## config.mk

```make
export PLATFORM = sky130hd
export DESIGN_NAME = fpfh_forward_ctrl
export DESIGN_NICKNAME = d
export VERILOG_FILES = /design/src/fpfh_pkg.sv /design/src/fpfh_hold_reg.sv /design/src/fpfh_forward_ctrl.sv
export SDC_FILE = /design/constraint.sdc
export NUM_CORES = 1
export LEC_CHECK = 0
export BUFFER_PORTS_ARGS = -buffer_cell sky130_fd_sc_hd__buf_2
export CORE_ASPECT_RATIO = 1.75
export CORE_MARGIN = 2
export CORE_UTILIZATION = 45
export DETAILED_ROUTE_END_ITERATION = 10
export HOLD_SLACK_MARGIN = 0.02
export PLACE_DENSITY = 0.78
export SLEW_MARGIN = 20
export SYNTH_ARGS = -nofsm -noshare
export SYNTH_HDL_FRONTEND = slang
export SYNTH_SLANG_ARGS = --single-unit
```

## constraint.sdc

```tcl
create_clock -name clk -period 4.1 [get_ports clk]
set_clock_uncertainty 0.1 [all_clocks]
set_input_delay 0.205 -clock clk [delete_from_list [all_inputs] [get_ports clk]]
set_output_delay 0.205 -clock clk [all_outputs]
set_load 0.05 [all_outputs]
```

## src/fpfh_pkg.sv

```systemverilog
// Shared types and constants for the coprocessor result forwarding and hazard block
`default_nettype none
package fpfh_pkg;
   localparam int unsigned FPFH_DATA_W    = 32;
   localparam int unsigned FPFH_REG_AW    = 3;
   // Pipeline depth of a two-cycle arithmetic op, counted in execute phases
   localparam int unsigned FPFH_EXEC_PH   = 3;
   localparam int unsigned FPFH_RST_SYNC  = 2;
   localparam logic        FPFH_VLD_RST   = 1'b0;
   localparam logic [31:0] FPFH_DATA_RST  = 32'h0000_0000;

   // Ops as seen entering the first execute phase
   typedef enum logic [2:0] {
      float_multiply_op,
      float_add_op,
      float_subtract_op,
      float_multiply_accumulate_op,
      float_to_unsigned_half_round_op,
      wide_register_move_op,
      fpfh_other_op
   } fpfh_op_t;

   // Destination of a register move out of the coprocessor
   typedef enum logic [2:0] {
      accumulator_register,
      product_register,
      multiplicand_register,
      extended_pointer_registers,
      float_result_register
   } fpfh_mdst_t;
endpackage
`default_nettype wire

```

## src/fpfh_hold_reg.sv

```systemverilog
// Result holding register with valid flag, load wins over clear
`default_nettype none
module fpfh_hold_reg
   import fpfh_pkg::*;
#(
   parameter int unsigned WIDTH = FPFH_DATA_W
)
(
   // Clock and reset
   input  wire logic             clk,
   input  wire logic             rst_n,
   // Control
   input  wire logic             load,
   input  wire logic             clear,
   input  wire logic [WIDTH-1:0] d,
   // State
   output logic      [WIDTH-1:0] q,
   output logic                  vld
);
   initial
   begin
      if (WIDTH < 1)
         $error("fpfh_hold_reg: WIDTH must be at least 1");
   end

   always_ff @(posedge clk or negedge rst_n)
   begin
      if (!rst_n)
         q <= '0;
      else if (load)
         q <= d;
   end

   // A load in the clearing cycle must not be lost
   always_ff @(posedge clk or negedge rst_n)
   begin
      if (!rst_n)
         vld <= FPFH_VLD_RST;
      else if (load)
         vld <= 1'b1;
      else if (clear)
         vld <= 1'b0;
   end
endmodule
`default_nettype wire

```

## src/fpfh_forward_ctrl.sv

```systemverilog
// Forwarding and stall-safe hazard control for two-cycle coprocessor results
// Behaviour
// - Two-cycle results complete in third execute phase and forward to later readers.
// - Only multiply, add, subtract and multiply-accumulate are tracked as two-cycle ops.
// - Move source is compared with pending two-cycle destinations; a third-phase match forwards, an earlier one waits.
// - A stall in the third execute phase must not make forwarding late.
// - The stale-read guard flag counts only moves into core registers.
// - Coprocessor-to-coprocessor moves also get the forwarded value under any stall.
// - A stalled third phase never lets the move sample the old register value.
// - Without stall the move samples the forwarded result on entering its read phase.
`default_nettype none
module fpfh_forward_ctrl
   import fpfh_pkg::*;
#(
   parameter int unsigned DATA_W = FPFH_DATA_W,
   parameter int unsigned REG_AW = FPFH_REG_AW
)
(
   // Clock and reset
   input  wire logic              clk,
   input  wire logic              reset_n,
   // Pipeline control
   input  wire logic              stall,
   // Op entering the first execute phase
   input  wire logic              op_valid,
   input  wire fpfh_op_t          op_code,
   input  wire logic [REG_AW-1:0] op_dest,
   // Arithmetic result present while the op sits in the third execute phase
   input  wire logic [DATA_W-1:0] e3_result,
   // Register move entering its second read phase
   input  wire logic              mov_valid,
   input  wire logic [REG_AW-1:0] mov_src,
   input  wire fpfh_mdst_t        mov_dst,
   input  wire logic [DATA_W-1:0] rf_rdata,
   output logic                   mov_wait,
   output logic                   mov_done_q,
   output logic      [DATA_W-1:0] mov_data_q,
   output logic                   stale_guard_q,
   // Write-back to the coprocessor register file
   output logic                   wb_valid_q,
   output logic      [REG_AW-1:0] wb_dest_q,
   output logic      [DATA_W-1:0] wb_data_q
);
   initial
   begin
      if (DATA_W != FPFH_DATA_W || REG_AW < 1 || REG_AW > 8)
         $error("fpfh_forward_ctrl: unsupported DATA_W or REG_AW");
   end

   logic [FPFH_RST_SYNC-1:0] rst_sync_q;
   logic                     rst_n;
   logic [FPFH_EXEC_PH:1]    e_vld_q;
   logic [REG_AW-1:0]        e_dst_q [FPFH_EXEC_PH:1];
   logic                     is_2p;
   logic                     m3;
   logic                     m12;
   logic                     take;
   logic                     held;
   logic                     hold_load;
   logic                     e3_leave;
   logic [DATA_W-1:0]        hold_q;
   logic [DATA_W-1:0]        fwd_data;

   // Reset release through two flops; assertion stays asynchronous
   always_ff @(posedge clk or negedge reset_n)
   begin
      if (!reset_n)
         rst_sync_q <= '0;
      else
         rst_sync_q <= {rst_sync_q[FPFH_RST_SYNC-2:0], 1'b1};
   end
   assign rst_n = rst_sync_q[FPFH_RST_SYNC-1];

   always_comb
   begin
      is_2p = (op_code == float_multiply_op) || (op_code == float_add_op)
              || (op_code == float_subtract_op)
              || (op_code == float_multiply_accumulate_op);
   end

   // Execute phase tracking; a stall freezes every phase
   always_ff @(posedge clk or negedge rst_n)
   begin
      if (!rst_n)
         e_vld_q <= '0;
      else if (!stall)
         e_vld_q <= {e_vld_q[FPFH_EXEC_PH-1:1], op_valid && is_2p};
   end

   always_ff @(posedge clk)
   begin
      if (!stall)
      begin
         e_dst_q[1] <= op_dest;
         for (int i = 2; i <= FPFH_EXEC_PH; i++)
            e_dst_q[i] <= e_dst_q[i-1];
      end
   end

   // Capture the result only when the third phase stalls; the datapath
   // value may not survive the stall, which is exactly the late-forward window
   assign e3_leave  = e_vld_q[FPFH_EXEC_PH] && !stall;
   assign hold_load = e_vld_q[FPFH_EXEC_PH] && stall && !held;

   fpfh_hold_reg #(
      .WIDTH (DATA_W)
   ) u_hold (
      .clk   (clk),
      .rst_n (rst_n),
      .load  (hold_load),
      .clear (e3_leave),
      .d     (e3_result),
      .q     (hold_q),
      .vld   (held)
   );

   assign fwd_data = held ? hold_q : e3_result;

   // Source compare against completing and still-pending destinations
   always_comb
   begin
      m3  = e_vld_q[FPFH_EXEC_PH] && (e_dst_q[FPFH_EXEC_PH] == mov_src);
      m12 = 1'b0;
      for (int i = 1; i < FPFH_EXEC_PH; i++)
         m12 = m12 || (e_vld_q[i] && (e_dst_q[i] == mov_src));
   end

   // Interlock instead of reading stale data when software left too few slots
   assign mov_wait = mov_valid && m12;
   assign take     = mov_valid && !stall && !m12;

   always_ff @(posedge clk or negedge rst_n)
   begin
      if (!rst_n)
         mov_done_q <= FPFH_VLD_RST;
      else
         mov_done_q <= take;
   end

   // Forwarded result wins over the register file for every destination kind
   always_ff @(posedge clk or negedge rst_n)
   begin
      if (!rst_n)
         mov_data_q <= FPFH_DATA_RST[DATA_W-1:0];
      else if (take)
         mov_data_q <= m3 ? fwd_data : rf_rdata;
   end

   // Flags a move into a core register that the stall fix rescued
   always_ff @(posedge clk or negedge rst_n)
   begin
      if (!rst_n)
         stale_guard_q <= FPFH_VLD_RST;
      else
         stale_guard_q <= take && m3 && held && (mov_dst != float_result_register);
   end

   always_ff @(posedge clk or negedge rst_n)
   begin
      if (!rst_n)
      begin
         wb_valid_q <= FPFH_VLD_RST;
         wb_dest_q  <= '0;
         wb_data_q  <= FPFH_DATA_RST[DATA_W-1:0];
      end
      else
      begin
         wb_valid_q <= e3_leave;
         if (e3_leave)
         begin
            wb_dest_q <= e_dst_q[FPFH_EXEC_PH];
            wb_data_q <= fwd_data;
         end
      end
   end
endmodule
`default_nettype wire

```

==> summary.md <==
| Metric | Value |
|---|---|
| Gr busiest metal | `met2` |
| Fin nets | `676` |
| Max VDD drop | `0.525 mV` |
| Yosys warns | `0` |
| Synth Area per Inst | `13.0 um^2` |
| GR Layer Usage met2 | `0.377` |
| Number of setup buffers added after CTS | `0` |
| Synth Flop Type | `dfrtp_1` |
| Final Hold Viols | `0` |
| Clock insertion delay at the later pin of the skew report | `0.40 ns` |
| Reg2reg path depth | `5` |
| Period utilisation layout | `0.500` |
| Max FO, Critical Path | `20` |
| CTS Buf Count | `17` |
| Placed Instance Area | `6040 um^2` |
| CP Cell Sequence | `xnor2_1, and4_2, buf_12, mux2i_1, mux2_4` |
| Outcome | `completed` |
| GRT overflow | `0` |
| Met1 global-route usage | `0.223` |
| Core Area | `11500 um^2` |
| Full die area | `12600 um^2` |
| CTS H-tree lvls | `4` |
| Critical path's largest stage delay | `0.58 ns` |
| Final WL | `12300 um` |
| Buffers plus inverters on the worst setup path | `1` |
| Clock Pin Slew Worst Setup and Hold Paths | `0.06 ns` |
| Iter 0 DRT Violations | `166` |
| Least-Margin Pin Slew | `0.922 ns` |
| Post-synth EDFFs | `9` |
| Startpoint Class | `flip-flop` |
| Worst setup EP type | `flip-flop` |
| Largest net degree at the start of global routing | `83` |
| Dpl cells | `670` |
| Final instance area | `7030 um^2` |
| RSZ-0062 raised after global routing | `false` |
| Max clock buf depth | `2` |
| Most frequent cell after synthesis | `dfrtp_1` |
| Clock sinks | `117` |
| Critical Path RT | `4.28 ns` |
| First-pass GRT wire length | `20100 um` |
| I/O pin cnt | `152` |
| CP delay by family, top | `simple AND/OR/NAND/NOR gates` |
| Drt first pass iters | `4` |
| Hold-fix buffers at CTS | `40` |
| WP depth | `5` |
| Syn Inst Count | `404` |
| Power Density | `713 nW/um^2` |
| CP Class | `flip-flop to flip-flop` |
| # diodes | `0` |
| WL/cell | `16.6 um` |
| Initial Util | `0.458` |
| IO Port Bufs | `149` |
| Final Non-Filler Cells | `743` |
| Largest area contributor in the netlist | `dfrtp_1` |
| Seq/Total Area, Yosys | `0.567` |
| Commonest cells in the netlist | `dfrtp_1 (108), mux2i_1 (64), nand2_1 (48), mux2_2 (39), inv_1 (36)` |
| Vias in the first global route | `4112` |
| Hold Crit Class | `primary input to flip-flop` |
| Detailed-route vias per instance | `5.01` |
| Yosys cell types | `21` |
| Seq cells post-synth | `117` |
| Die X | `85.6 um` |
| Vias | `3722` |
| Die H | `147 um` |
| Arr. time, crit path | `2.24 ns` |
| Total Power | `5.01 mW` |
| Share of cells above drive strength 1 | `0.418` |
| Hpwl dp | `7960 um` |
| Top cells by area, synth | `dfrtp_1 (52%), mux2i_1 (12%), mux2_2 (8.4%)` |
| Net count after synthesis | `485` |
| Initial antenna violation count | `0` |
| Gp weighted congestion | `0.805` |
| Synthesis-to-layout area growth | `34.1%` |
| Final setup fails | `0` |
| Post-route setup TNS | `0 ns` |
| Top-area cell type share of the netlist area | `0.515` |
| LEAKAGE | `3.47 nW` |
| Final Util | `0.614` |
| Post-cts resize count | `0` |
| Rel. slew slack | `0.384` |
| Rows | `52` |
| Grt met3 use | `0.0421` |
| MaxCap Viol Count | `0` |
| Slowest CP cell | `and4_2` |
| Final ANT Viol Nets | `0` |
| Max-slew violation count | `0` |
| Netlist Area Pre-Place | `5240 um^2` |
| CTS Root Cell | `clkbuf_16` |
| Async S/R FF share, synth | `0.923` |
| Tmin final | `2.05 ns` |
| Max Freq | `0.487 GHz` |
| DR DRC count | `0` |
| GRT Util Overall | `0.206` |
| WHS Path Cells | `3` |
| CTS tree | `done` |
[final timing paths]
check | start | endpoint | slack [ns]
max in group asynchronous | rst_sync_q[1] | u_hold.q[12] | 3.09
hold / removal | op_code[2] | e_vld_q[1] | 0.04
hold reg to reg | rst_sync_q[1] | u_hold.q[11] | 0.16
setup / recovery | e_dst_q[0][11] | mov_data_q[18] | 2.05
setup reg to reg | e_dst_q[0][11] | mov_data_q[18] | 2.05
min in group asynchronous | rst_sync_q[1] | u_hold.q[11] | 0.16
[cell type report]
cell class                 instances  area, um^2
fill                             899        4420
sequential                       117        2980
multi-input combinational        229        1980
timing repair buffer             194        1220
clock buffer                      23         478
tap                              135         169
inverter                          36         135
clock inverter                     9        77.6
[routing by layer]
| layer | share of wire | up-vias |
|---|---|---|
| met1 | 0.36 | 1840 |
| met4 | 0.030 | 0 |
| met5 | 0 | - |
| met2 | 0.57 | 107 |
| li1 | - | 1748 |
| met3 | 0.036 | 27 |
[cell usage in the layout, fill, tap and decap left out, types with 2 or more instances in the layout]
master and count:
edfxtp_1 9, mux2i_1 64, buf_2 149, clkbuf_8 3
mux2_4 26, dfrtp_1 106, buf_4 3, clkinv_2 5
nor2_1 2, clkbuf_16 17, dlygate4sd3_1 40, mux2_2 39
clkinvlp_4 3, xnor2_1 9, nand4_1 2, clkbuf_1 3
o21ai_0 32, nand2_1 47, inv_1 36
[power by group]
part           internal, mW  leakage, nW  switching [mW]  total [mW]
registers              1.57         1.40           0.215        1.78
logic                 0.580         1.80            1.28        1.86
clock network         0.875        0.269           0.497        1.37
total                  3.03         3.47            1.99        5.01
[registers in the layout, summed over array words and instances (netlist names)]
name / flops
mov_data_q: 32
u_hold.q: 32
wb_data_q: 32
e_dst_q: 9
e_vld_q: 3
wb_dest_q: 3
rst_sync_q: 2
mov_done_q: 1
stale_guard_q: 1
u_hold.vld: 1
wb_valid_q: 1
[worst min-delay path, cell delays in order]
cell    delay [ns]
buf_2         0.09
nor2_1        0.07
a22o_1        0.13
[through the flow]
stage,hold WS [ns],setup slack [ns]
finish,0.0373,2.05
CTS,0.0240,1.69
floorplan,-0.191,0.769
global placement,-0.107,1.69
global route,0.0417,1.92
detailed placement,-0.107,1.58
[cells by family after synthesis]
group	after synthesis	share of synthesized area
mux	129	0.280
flops	117	0.567
buf+inv	58	0.0592
simple gates	56	0.0441
compound gates	34	0.0336
xor+xnor	9	0.0150
other cells	1	0.000715
No activity file was read; power rests on OpenSTA's default activity.
